## config.mk

```make
export PLATFORM = sky130hd
export DESIGN_NAME = ssc_clk_irq
export DESIGN_NICKNAME = d
export VERILOG_FILES = /design/src/shared/ssc_pkg.sv /design/src/core/ssc_clk_irq.sv
export SDC_FILE = /design/constraint.sdc
export NUM_CORES = 1
export LEC_CHECK = 0
export ABC_AREA = 1
export BUFFER_PORTS_ARGS = -buffer_cell sky130_fd_sc_hd__clkbuf_2
export CAP_MARGIN = 10
export CORE_ASPECT_RATIO = 0.7
export CORE_MARGIN = 5
export CORE_UTILIZATION = 49
export CTS_CLUSTER_DIAMETER = 30
export DETAILED_ROUTE_END_ITERATION = 8
export PLACE_DENSITY = 0.77
export SYNTH_ARGS = -nofsm -noshare
export SYNTH_HDL_FRONTEND = slang
export SYNTH_SLANG_ARGS = --single-unit
```

## constraint.sdc

```tcl
create_clock -name i_sys_clk -period 1.7 [get_ports i_sys_clk]
set_input_delay 0.17 -clock i_sys_clk [delete_from_list [all_inputs] [get_ports i_sys_clk]]
set_output_delay 0.17 -clock i_sys_clk [all_outputs]
set_load 0.01 [all_outputs]
```

## src/shared/ssc_pkg.sv

```systemverilog
// constants of the serial-port bit-clock prescaler and interrupt enables
// assumes the register port carries full byte addresses
package ssc_pkg;
  // ------------------------------------------------------------
  // register map
  // ------------------------------------------------------------
  localparam logic [31:0] CLOCK_PRESCALE_ADDR = 32'he0068010;
  localparam logic [31:0] INTERRUPT_ENABLE_ADDR = 32'he0068014;
  localparam logic [7:0] CLOCK_PRESCALE_RESET = 8'h00;
  localparam logic [3:0] INTERRUPT_ENABLE_RESET = 4'h0;
  localparam logic [7:0] READ_UNMAPPED = 8'h00;
  // ------------------------------------------------------------
  // interrupt condition bit positions
  // ------------------------------------------------------------
  localparam int IRQ_OVERRUN = 0;
  localparam int IRQ_TIMEOUT = 1;
  localparam int IRQ_RX_LEVEL = 2;
  localparam int IRQ_TX_LEVEL = 3;
  localparam int IRQ_COUNT = 4;
  // ------------------------------------------------------------
  // timing
  // ------------------------------------------------------------
  localparam logic [5:0] TIMEOUT_BIT_TIMES = 6'h20;
  localparam logic [7:0] PRESCALE_MIN = 8'h02;
endpackage

```

## src/core/ssc_clk_irq.sv

```systemverilog
// bit-clock prescaler, receive timeout and interrupt enable logic
// assumes fifo flags and strobes come from logic on i_sys_clk;
// the slave clock pin is asynchronous and is synchronised here
`timescale 1ns/1ps

// How it works
// - prescaler divides system clock by even divisor from 2 to 254
// - prescale divisor bit 0 is never stored and reads as zero
// - bit clock is prescaled clock divided again by rate factor plus one
// - slave mode ignores divisor and rate factor, uses incoming clock
// - four enable bits, one each condition, reset to zero
// - overrun latched when frame completes while receive fifo full
// - on overrun the fifo is told to overwrite the newest entry
// - timeout after 32 bit times with data waiting and no activity
// - receive level condition while receive fifo at least half full
// - transmit level condition while transmit fifo at least half empty
// - masked status is raw status and enables, raw ignores enables
// - clear strobes drop overrun and timeout, levels follow fifos
module ssc_clk_irq (
  input wire logic i_sys_clk,
  input wire logic i_reset_n,
  input wire logic i_clk_en,
  input wire logic [31:0] i_reg_addr,
  input wire logic i_reg_wr,
  input wire logic i_reg_rd,
  input wire logic [7:0] i_reg_wdata,
  output logic [7:0] o_reg_rdata,
  input wire logic [7:0] i_serial_clock_rate_factor,
  input wire logic i_slave_mode,
  input wire logic i_slave_sclk,
  input wire logic i_rx_frame_done,
  input wire logic i_rx_fifo_full,
  input wire logic i_rx_fifo_not_empty,
  input wire logic i_rx_fifo_read,
  input wire logic i_rx_half_full,
  input wire logic i_tx_half_empty,
  input wire logic i_clear_overrun,
  input wire logic i_clear_timeout,
  output logic o_bit_tick,
  output logic o_rx_overwrite,
  output logic [3:0] o_raw_status,
  output logic [3:0] o_masked_status,
  output logic o_irq
);
  // ------------------------------------------------------------
  // registers
  // ------------------------------------------------------------
  logic [7:1] prescale_divisor_q;
  logic [3:0] interrupt_enable_q, interrupt_enable_d;
  logic wr_prescale, wr_enable;
  logic [7:0] divisor;

  assign wr_prescale = i_reg_wr &&
    (i_reg_addr == ssc_pkg::CLOCK_PRESCALE_ADDR);
  assign wr_enable = i_reg_wr &&
    (i_reg_addr == ssc_pkg::INTERRUPT_ENABLE_ADDR);
  assign divisor = {prescale_divisor_q, 1'b0};
  assign interrupt_enable_d = wr_enable ? i_reg_wdata[3:0] :
    interrupt_enable_q;

  always_ff @(posedge i_sys_clk or negedge i_reset_n) begin
    if (!i_reset_n) begin
      prescale_divisor_q <= ssc_pkg::CLOCK_PRESCALE_RESET[7:1];
    end else if (i_clk_en && wr_prescale) begin
      prescale_divisor_q <= i_reg_wdata[7:1];
    end
  end

  // enable bits, reserved bits not stored
  always_ff @(posedge i_sys_clk or negedge i_reset_n) begin
    if (!i_reset_n) begin
      interrupt_enable_q <= ssc_pkg::INTERRUPT_ENABLE_RESET;
    end else if (i_clk_en) begin
      interrupt_enable_q <= interrupt_enable_d;
    end
  end

  always_ff @(posedge i_sys_clk or negedge i_reset_n) begin
    if (!i_reset_n) begin
      o_reg_rdata <= ssc_pkg::READ_UNMAPPED;
    end else if (i_clk_en && i_reg_rd) begin
      if (i_reg_addr == ssc_pkg::CLOCK_PRESCALE_ADDR) begin
        o_reg_rdata <= divisor;
      end else if (i_reg_addr == ssc_pkg::INTERRUPT_ENABLE_ADDR) begin
        o_reg_rdata <= {4'h0, interrupt_enable_q};
      end else begin
        o_reg_rdata <= ssc_pkg::READ_UNMAPPED;
      end
    end
  end

  // ------------------------------------------------------------
  // bit clock
  // ------------------------------------------------------------
  logic [7:0] psc_cnt_q, rate_cnt_q;
  logic [2:0] sclk_sync_q;
  logic psc_tick, master_tick, slave_edge, bit_tick;

  // a divisor of zero means not yet set up: no master-mode ticks at all
  assign psc_tick = !i_slave_mode && (divisor != 8'h00) &&
    (psc_cnt_q == divisor - 8'h01);
  assign master_tick = psc_tick && (rate_cnt_q >= i_serial_clock_rate_factor);
  // only the second and third stages feed the edge detect
  assign slave_edge = sclk_sync_q[1] && !sclk_sync_q[2];
  assign bit_tick = i_slave_mode ? slave_edge : master_tick;

  always_ff @(posedge i_sys_clk or negedge i_reset_n) begin
    if (!i_reset_n) begin
      psc_cnt_q <= 8'h00;
    end else if (i_clk_en) begin
      if (psc_tick || i_slave_mode || wr_prescale) begin
        psc_cnt_q <= 8'h00;
      end else if (divisor != 8'h00) begin
        psc_cnt_q <= psc_cnt_q + 8'h01;
      end
    end
  end

  always_ff @(posedge i_sys_clk or negedge i_reset_n) begin
    if (!i_reset_n) begin
      rate_cnt_q <= 8'h00;
    end else if (i_clk_en) begin
      if (i_slave_mode || master_tick) begin
        rate_cnt_q <= 8'h00;
      end else if (psc_tick) begin
        rate_cnt_q <= rate_cnt_q + 8'h01;
      end
    end
  end

  // sync is fast enough only up to a quarter of the clock
  always_ff @(posedge i_sys_clk or negedge i_reset_n) begin
    if (!i_reset_n) begin
      sclk_sync_q <= 3'h0;
    end else if (i_clk_en) begin
      sclk_sync_q <= {sclk_sync_q[1:0], i_slave_sclk};
    end
  end

  always_ff @(posedge i_sys_clk or negedge i_reset_n) begin
    if (!i_reset_n) begin
      o_bit_tick <= 1'b0;
    end else if (i_clk_en) begin
      o_bit_tick <= bit_tick;
    end
  end

  // ------------------------------------------------------------
  // interrupt conditions
  // ------------------------------------------------------------
  logic overrun_q, timeout_q;
  logic [5:0] idle_cnt_q;
  logic overrun_set, timeout_set, rx_activity;
  logic [3:0] raw_d;

  assign overrun_set = i_rx_frame_done && i_rx_fifo_full;
  assign rx_activity = i_rx_frame_done || i_rx_fifo_read ||
    !i_rx_fifo_not_empty;
  assign timeout_set = !rx_activity && bit_tick &&
    (idle_cnt_q == ssc_pkg::TIMEOUT_BIT_TIMES - 6'h01);

  always_ff @(posedge i_sys_clk or negedge i_reset_n) begin
    if (!i_reset_n) begin
      idle_cnt_q <= 6'h00;
    end else if (i_clk_en) begin
      if (rx_activity) begin
        idle_cnt_q <= 6'h00;
      end else if (bit_tick && idle_cnt_q != ssc_pkg::TIMEOUT_BIT_TIMES) begin
        idle_cnt_q <= idle_cnt_q + 6'h01;
      end
    end
  end

  always_ff @(posedge i_sys_clk or negedge i_reset_n) begin
    if (!i_reset_n) begin
      overrun_q <= 1'b0;
    end else if (i_clk_en) begin
      if (overrun_set) begin
        overrun_q <= 1'b1;
      end else if (i_clear_overrun) begin
        overrun_q <= 1'b0;
      end
    end
  end

  // clear strobe or fresh data drops timeout
  always_ff @(posedge i_sys_clk or negedge i_reset_n) begin
    if (!i_reset_n) begin
      timeout_q <= 1'b0;
    end else if (i_clk_en) begin
      if (timeout_set) begin
        timeout_q <= 1'b1;
      end else if (i_clear_timeout || i_rx_frame_done) begin
        timeout_q <= 1'b0;
      end
    end
  end

  always_ff @(posedge i_sys_clk or negedge i_reset_n) begin
    if (!i_reset_n) begin
      o_rx_overwrite <= 1'b0;
    end else if (i_clk_en) begin
      o_rx_overwrite <= overrun_set;
    end
  end

  always_comb begin
    raw_d = 4'h0;
    raw_d[ssc_pkg::IRQ_OVERRUN] = overrun_set ||
      (overrun_q && !i_clear_overrun);
    raw_d[ssc_pkg::IRQ_TIMEOUT] = timeout_set ||
      (timeout_q && !i_clear_timeout && !i_rx_frame_done);
    raw_d[ssc_pkg::IRQ_RX_LEVEL] = i_rx_half_full;
    raw_d[ssc_pkg::IRQ_TX_LEVEL] = i_tx_half_empty;
  end

  // status and request from next state
  always_ff @(posedge i_sys_clk or negedge i_reset_n) begin
    if (!i_reset_n) begin
      o_raw_status <= 4'h0;
      o_masked_status <= 4'h0;
      o_irq <= 1'b0;
    end else if (i_clk_en) begin
      o_raw_status <= raw_d;
      o_masked_status <= raw_d & interrupt_enable_d;
      o_irq <= |(raw_d & interrupt_enable_d);
    end
  end
endmodule

```

# Word level (Yosys, flattened, before mapping)
# Cells that the tools add are included.
[totals] out_inout_bits=19 wordCells=81 reg_bits=57 input_bits=63
[classes] addsub=4 reduce_logical=42 n_lt_le_gt_ge=1 mux=14 bitwise=1 n_eq_ne=5
[ops] op="32-bit equality test, second input constant" count=2
[ops] op="8-bit two-way mux" count=5
[ops] op="8-bit by 1-bit adder with 8-bit output, second input constant" count=2
[ops] op="1-bit logical AND" count=15
[ops] op="6-bit two-way mux" count=2
[ops] op="2-bit AND reduction" count=5
[ops] op="2-bit nonzero test" count=5
[ops] op="8-bit equality test" count=1
[ops] op="8-bit greater-or-equal comparator" count=1
[ops] op="1-bit logical OR" count=8
[ops] op="4-bit two-way mux" count=2
[ops] op="8-bit nonzero test" count=1
[ops] op="8-bit by 1-bit subtractor with 8-bit output, second input constant" count=1
[ops] op="1-bit zero test" count=7
[ops] op="6-bit by 1-bit adder with 6-bit output, second input constant" count=1
[ops] op="6-bit by 5-bit equality test with 1-bit output, second input constant" count=1
[ops] op="6-bit != test, second input constant" count=1
[ops] op="1-bit two-way mux" count=5
[ops] op="4-bit bitwise AND" count=1
[ops] op="4-bit OR reduction" count=1

# Depth between registers and ports, before layout
[logic_depth] word_depth=10 ltp_mapped=15 depth_no_buf=15

# Worst setup path after synthesis
# Ideal clock, no wire load.
[synth_timing] path_type="flip-flop to flip-flop" startpoint="register prescale_divisor_q[1] (netlist name)" endpoint="register rate_cnt_q[0]" stages_incl_launch_ff=14 t_arrival_ps=1713 t_required_ps=1580 synth_period_minus_slack_ps=1833 n_path_buf=0 path_slack_ps=-133 path_cell_list="dfrtp_1 inv_1 ha_1 nor2_1 nor2_1 nand3_1 nor2_2 nand3_2 nor2_4 nand2_2 nand2_1 o21ai_1 o21ai_0 inv_1"
[synth_via] elab_chain_cells=7 word_cells_on_any_way=10
[synth_lines] item="from (decl)" line="ssc_clk_irq.sv:48" text="logic [7:1] prescale_divisor_q;"
[synth_lines] item="from (signal assigned)" line="ssc_clk_irq.sv:63" text="prescale_divisor_q <= ssc_pkg::CLOCK_PRESCALE_RESET[7:1];"
[synth_lines] item="from (signal assigned)" line="ssc_clk_irq.sv:65" text="prescale_divisor_q <= i_reg_wdata[7:1];"
[synth_lines] item="8-bit by 1-bit subtractor with 8-bit output or 8-bit nonzero test (tied branches)" line="ssc_clk_irq.sv:101, ssc_clk_irq.sv:100"
[synth_lines] item="8-bit equality test or 1-bit logical AND (tied branches)" line="ssc_clk_irq.sv:101, ssc_clk_irq.sv:100"
[synth_lines] item="1-bit logical AND *" line="ssc_clk_irq.sv:100" text="assign psc_tick = !i_slave_mode && (divisor != 8'h00) &&"
[synth_lines] item="1-bit logical AND" line="ssc_clk_irq.sv:102" text="assign master_tick = psc_tick && (rate_cnt_q >= i_serial_clock_rate_factor);"
[synth_lines] item="1-bit logical OR" line="ssc_clk_irq.sv:123" text="if (i_slave_mode || master_tick) begin"
[synth_lines] item="2-bit nonzero test (no line)"
[synth_lines] item="2-bit AND reduction (no line)"
[synth_lines] item="to (signal assigned)" line="ssc_clk_irq.sv:126" text="rate_cnt_q <= rate_cnt_q + 8'h01;"
[synth_lines] item="to (decl)" line="ssc_clk_irq.sv:95" text="logic [7:0] psc_cnt_q, rate_cnt_q;"
# Mark *: on every way between the ends. The rest lies on a longest branch, timed or not.
# A chain may end at the register's enable or synchronous reset.

# Final worst setup path
[layout_timing] startpoint="register prescale_divisor_q[1] (netlist name)" endpoint="register idle_cnt_q[2]"
[layout_via] elab_chain_cells=8 word_cells_on_any_way=10
[layout_lines] item="8-bit by 1-bit subtractor with 8-bit output or 8-bit nonzero test (tied branches)" line="ssc_clk_irq.sv:101, ssc_clk_irq.sv:100"
[layout_lines] item="8-bit equality test or 1-bit logical AND (tied branches)" line="ssc_clk_irq.sv:101, ssc_clk_irq.sv:100"
[layout_lines] item="1-bit logical AND *" line="ssc_clk_irq.sv:100"
[layout_lines] item="1-bit logical AND *" line="ssc_clk_irq.sv:102"
[layout_lines] item="1-bit two-way mux *" line="ssc_clk_irq.sv:105" text="assign bit_tick = i_slave_mode ? slave_edge : master_tick;"
[layout_lines] item="1-bit logical AND *" line="ssc_clk_irq.sv:168" text="end else if (bit_tick && idle_cnt_q != ssc_pkg::TIMEOUT_BIT_TIMES) begin"
[layout_lines] item="2-bit nonzero test (no line) *"
[layout_lines] item="2-bit AND reduction (no line) *"
[layout_lines] item="to (signal assigned)" line="ssc_clk_irq.sv:169" text="idle_cnt_q <= idle_cnt_q + 6'h01;"
[layout_lines] item="to (decl)" line="ssc_clk_irq.sv:152" text="logic [5:0] idle_cnt_q;"
# Marks and branches as above.

==> run_results.csv <==
group,metric,value,unit
routing,detail_route.wl_per_cell,13.3,µm
pwr,power.internal,2.70,mW
clock_tree,cts-root-buf,"sky130_fd_sc_hd__clkbuf_8",
global_routing,vias_in_the_first_global_route,3581,
timing,clock.fmax,535,MHz
worst_setup_path,timing.critical_path.from,"prescale_divisor_q[1]",
timing,timing.clock.skew,7.21,ps
timing,min_period,1870,ps
pwr,comb_power_share,15.8,%
die,core_area,6880,µm²
placement,place.gp.congestion,0.858,
worst_setup_path,crit_path_max_delay_cell_type,"sky130_fd_sc_hd__dfrtp_1",
timing,timing_max_transition_violations_final,0,
pwr,power.ir.vdd_worst,0.488,mV
global_routing,globalRouteOverflowTotal,0,
worst_setup_path,class_of_the_most_critical_setup_path,"reg -> reg",
die,die_height,81.0,µm
clock_tree,cts_tree,"yes",
global_routing,global_route_wire_length_before_repair,16000,µm
clock_tree,clk_latency,340,ps
routing,antenna_violating_nets_post_route,0,
timing,worst_slew_pin_slew,449,ps
status,violations,"negative setup slack",
worst_setup_path,worst_setup_path_start_kind,"register",
routing,drt-vias-per-instance,5.07,
worst_setup_path,critical_path.cell_chain,"inv_2 > ha_4 > inv_1 > nand2_2 > nand3_1 > nand2_1 > nor2_1 > nand3_2 > nor2_4 > nand2_4 > nand2_4 > nand3_4 > nand2_4 > nand2_1 > o21ai_1",
clock_tree,cts_buffer_depth,2,
routing,drt_drc_violations_left,0,
cells_and_area,finish.net_count,665,
cells_and_area,final_layout_size_suffix_gt1_share,30.2,%
pwr,seqPwrFrac,40.8,%
placement,port_buffer_count,81,
logic_synthesis,yosysWarnings,0,
worst_setup_path,r2r_setup_slack,-170,ps
placement,dp_slack,-184,ps
routing,routed_wirelength,9140,µm
cells_and_area,num_antenna_cells,0,
logic_synthesis,synth.distinct_cells,35,
worst_setup_path,critical_path_maximum_fanout,7,
timing,post-route-period-util,110,%
timing,setup-violations-final,26,
worst_setup_path,setup.worst_path.end_class,"register",
cells_and_area,layout_overhead_on_the_synthesized_area,31.9,%
pwr,p_clk_share,43.4,%
worst_setup_path,critPathMostFrequentCell,"sky130_fd_sc_hd__nand2_4",
status,run_status,"finished, violations left",
worst_setup_path,worst_ep_required_time,1970,ps
timing,grt_setup_unrepaired,"true",
hold_path,hold_path.startpoint,"i_reg_wdata[7]",
hold_path,worst_hold_path_type,"in -> reg",
timing,timing_hold_violations_final,0,
die,design.die.area,9040,µm²
pwr,leakagePower,2.53,nW
clock_tree,cts_htree_levels,3,
hold_path,hold_depth,3,
pwr,net_switching_component_of_the_power,0.961,mW
clock_tree,worst_setup_hold_path_clk_slew,70,ps
clock_tree,cts-buffers-inserted,9,
routing,dr.pass1.iters,4,
die,io-pin-count,82,
worst_setup_path,rr_startpoint,"prescale_divisor_q[1]",
routing,routed-via-count,3484,
logic_synthesis,mappedNetlistNets,549,
die,floorplan.initialDensity,51.3,%
clock_tree,clock-sinks,57,
die,core.rowCount,25,
die,floorplan.die.width,111,µm
worst_setup_path,r2r.worst_path.cells,15,
logic_synthesis,flip_flop_and_latch_count_after_synthesis,57,
global_routing,globalRouteTotalUtil,21.8,%
worst_setup_path,timing.critical_path.arrival,2140,ps
hold_path,min_delay_worst_endpoint,"prescale_divisor_q[7]",
global_routing,number_of_antenna_violations_at_the_first_check_in_global_routing,0,
placement,post-dp-hpwl,6960,µm
flow_run,max_cap_viols,0,
pwr,power-per-cell-area,786,nW/µm²
pwr,netSwitchingFraction,26.2,%
logic_synthesis,total_standard_cell_area_after_synthesis,3530,µm²
logic_synthesis,synth_instances,472,
timing,maxSlewHeadroom,69.8,%
logic_synthesis,synth_sequential_area_ratio,40.4,%
logic_synthesis,syn_area_per_cell,7.49,µm²
worst_setup_path,cp_slowest_stage_delay,360,ps
worst_setup_path,reg2reg_to,"idle_cnt_q[2]",
timing,layout_setup_ws,-170,ps
timing,hold_ws,55.4,ps
global_routing,pin_count_of_the_biggest_net_entering_global_routing,58,
routing,drt_iter0_markers,132,
cell families (layout without fill, tap and decap cells):
kind of cell	Yosys count	count (layout)	share of synthesized area, %
DFF	57	57	40.4
xor gates and xnor gates	20	20	4.96
and+or+nand+nor	258	258	33.4
adders and majority gates	14	14	4.96
buffers and inverters	72	193	8.04
AOI/OAI and AO/OA	51	51	8.25
placed cells by master, fill, tap and decap left out, types with 2 or more instances in the layout:
master                      Yosys  routed
sky130_fd_sc_hd__o31ai_1        6       2
sky130_fd_sc_hd__clkbuf_8       0      10
sky130_fd_sc_hd__nand3b_1       2       2
sky130_fd_sc_hd__nand2_1      138     133
sky130_fd_sc_hd__clkbuf_2       0      81
sky130_fd_sc_hd__inv_1         56      53
sky130_fd_sc_hd__buf_4          0      32
sky130_fd_sc_hd__a21oi_1       10       8
sky130_fd_sc_hd__nor2_1        41      39
sky130_fd_sc_hd__buf_12         0       2
sky130_fd_sc_hd__xor2_1        10      10
sky130_fd_sc_hd__inv_2          3       6
sky130_fd_sc_hd__xnor2_1       10      10
sky130_fd_sc_hd__nor3_1         7       7
sky130_fd_sc_hd__nand2_2        4       7
sky130_fd_sc_hd__ha_1          14      12
sky130_fd_sc_hd__ha_4           0       2
sky130_fd_sc_hd__nand3_2        2       7
sky130_fd_sc_hd__o21a_1         2       2
sky130_fd_sc_hd__o21ai_1        4       5
sky130_fd_sc_hd__nand2_4        2       4
sky130_fd_sc_hd__a21oi_2        0       2
sky130_fd_sc_hd__dfrtp_2        0       2
sky130_fd_sc_hd__nor4_1         4       4
sky130_fd_sc_hd__o21ai_2        1       2
sky130_fd_sc_hd__o31ai_2        0       4
sky130_fd_sc_hd__nand3_1       33      28
sky130_fd_sc_hd__bufinv_16      0       3
sky130_fd_sc_hd__nand4_1       14      14
sky130_fd_sc_hd__o21ai_0       26      24
sky130_fd_sc_hd__nand3_4        2       2
sky130_fd_sc_hd__nor2_2         3       4
sky130_fd_sc_hd__dfrtp_1       57      55
sky130_fd_sc_hd__nor2_4         3       4
worst max-delay path, delay by kind of cell (launching register included):
| family | cells | cell delay [ps] |
|---|---|---|
| AOI/OAI and AO/OA | 1 | 70 |
| adders and majority gates | 1 | 180 |
| buffers and inverters | 2 | 130 |
| DFF | 1 | 360 |
| and+or+nand+nor | 11 | 1060 |
area by class of cell:
class / instances / area, µm²
clock buffer: 11 / 141
clock inverter: 5 / 103
fill: 576 / 2220
inverter: 60 / 225
multi-input combinational: 343 / 1940
sequential: 57 / 1430
tap: 94 / 118
timing repair buffer: 117 / 707
per-stage QoR:
step | power, mW | std cells | instance area, µm² | util [%] | TNS, ps
finish | 3.66 | 687 | 4660 | 67.7 | -2900
global route | 3.84 | 687 | 4660 | 67.7 | -6380
CTS | 3.67 | 687 | 4620 | 67.1 | -2560
detailed placement | 2.06 | 670 | 4320 | 62.7 | -3050
global placement | 2.03 | 670 | 4320 | 62.7 | -1550
floorplan | 1.78 | 472 | 3570 | - | -987
registers in the layout, summed over array words and instances (netlist names):
signal	count
prescale_divisor_q	7
o_irq	1
o_bit_tick	1
o_rx_overwrite	1
o_masked_status	4
timeout_q	1
idle_cnt_q	6
o_reg_rdata	8
sclk_sync_q	3
overrun_q	1
psc_cnt_q	8
interrupt_enable_q	4
rate_cnt_q	8
o_raw_status	4
cells in the mapped netlist:
master,instances,area (µm²)
sky130_fd_sc_hd__nand2_1,138,518
sky130_fd_sc_hd__dfrtp_1,57,1430
sky130_fd_sc_hd__inv_1,56,210
sky130_fd_sc_hd__nor2_1,41,154
sky130_fd_sc_hd__nand3_1,33,165
sky130_fd_sc_hd__o21ai_0,26,130
sky130_fd_sc_hd__ha_1,14,175
sky130_fd_sc_hd__nand4_1,14,87.6
sky130_fd_sc_hd__a21oi_1,10,50.1
sky130_fd_sc_hd__xnor2_1,10,87.6
sky130_fd_sc_hd__xor2_1,10,87.6
sky130_fd_sc_hd__nor3_1,7,35.0
sky130_fd_sc_hd__o31ai_1,6,45.0
sky130_fd_sc_hd__buf_2,5,25.0
sky130_fd_sc_hd__clkbuf_1,5,18.8
sky130_fd_sc_hd__nand2_2,4,25.0
sky130_fd_sc_hd__nor4_1,4,25.0
sky130_fd_sc_hd__o21ai_1,4,20.0
sky130_fd_sc_hd__inv_2,3,11.3
sky130_fd_sc_hd__nor2_2,3,18.8
sky130_fd_sc_hd__nor2_4,3,33.8
sky130_fd_sc_hd__nand2_4,2,22.5
sky130_fd_sc_hd__nand3_2,2,20.0
sky130_fd_sc_hd__nand3_4,2,35.0
sky130_fd_sc_hd__nand3b_1,2,15.0
sky130_fd_sc_hd__o21a_1,2,15.0
sky130_fd_sc_hd__a31oi_1,1,6.26
sky130_fd_sc_hd__buf_1,1,3.75
sky130_fd_sc_hd__buf_6,1,11.3
sky130_fd_sc_hd__clkinv_1,1,3.75
sky130_fd_sc_hd__nor3b_1,1,7.51
sky130_fd_sc_hd__nor4_2,1,12.5
sky130_fd_sc_hd__o21ai_2,1,8.76
sky130_fd_sc_hd__o21ai_4,1,16.3
sky130_fd_sc_hd__or2_1,1,6.26
how the worst max path moves through the flow:
stage | to | slack (ps)
finish | idle_cnt_q[2] | -170
global route | idle_cnt_q[2] | -320
CTS | idle_cnt_q[2] | -190
detailed placement | rate_cnt_q[5] | -180
global placement | idle_cnt_q[2] | -130
floorplan | idle_cnt_q[2] | -90
metal layers:
metal	track usage, %	wire, µm	up-vias
li1	-	-	1752
met1	27.9	4120	1608
met2	36.5	4180	116
met3	6.48	728	8
met4	6.20	109	0
met5	0	0	-
power by group through the flow:
stage	clock [mW]	sequential [mW]	combinational [mW]
3_5_place_dp	0	1.52	0.545
2_1_floorplan	0	1.53	0.255
3_3_place_gp	0	1.51	0.521
6_report	1.59	1.49	0.579
4_1_cts	1.61	1.49	0.560
5_1_grt	1.68	1.50	0.655
repair_timing:
action / in CTS / in global routing
hold buffers: 1 / 0
setup buffers: 0 / 0
resized for setup: 12 / 13
endpoints found under the setup margin: 26 / 27
endpoints found under the hold margin: 57 / 0
pin swaps: 10 / 11
No activity file was read; power rests on OpenSTA's default activity.
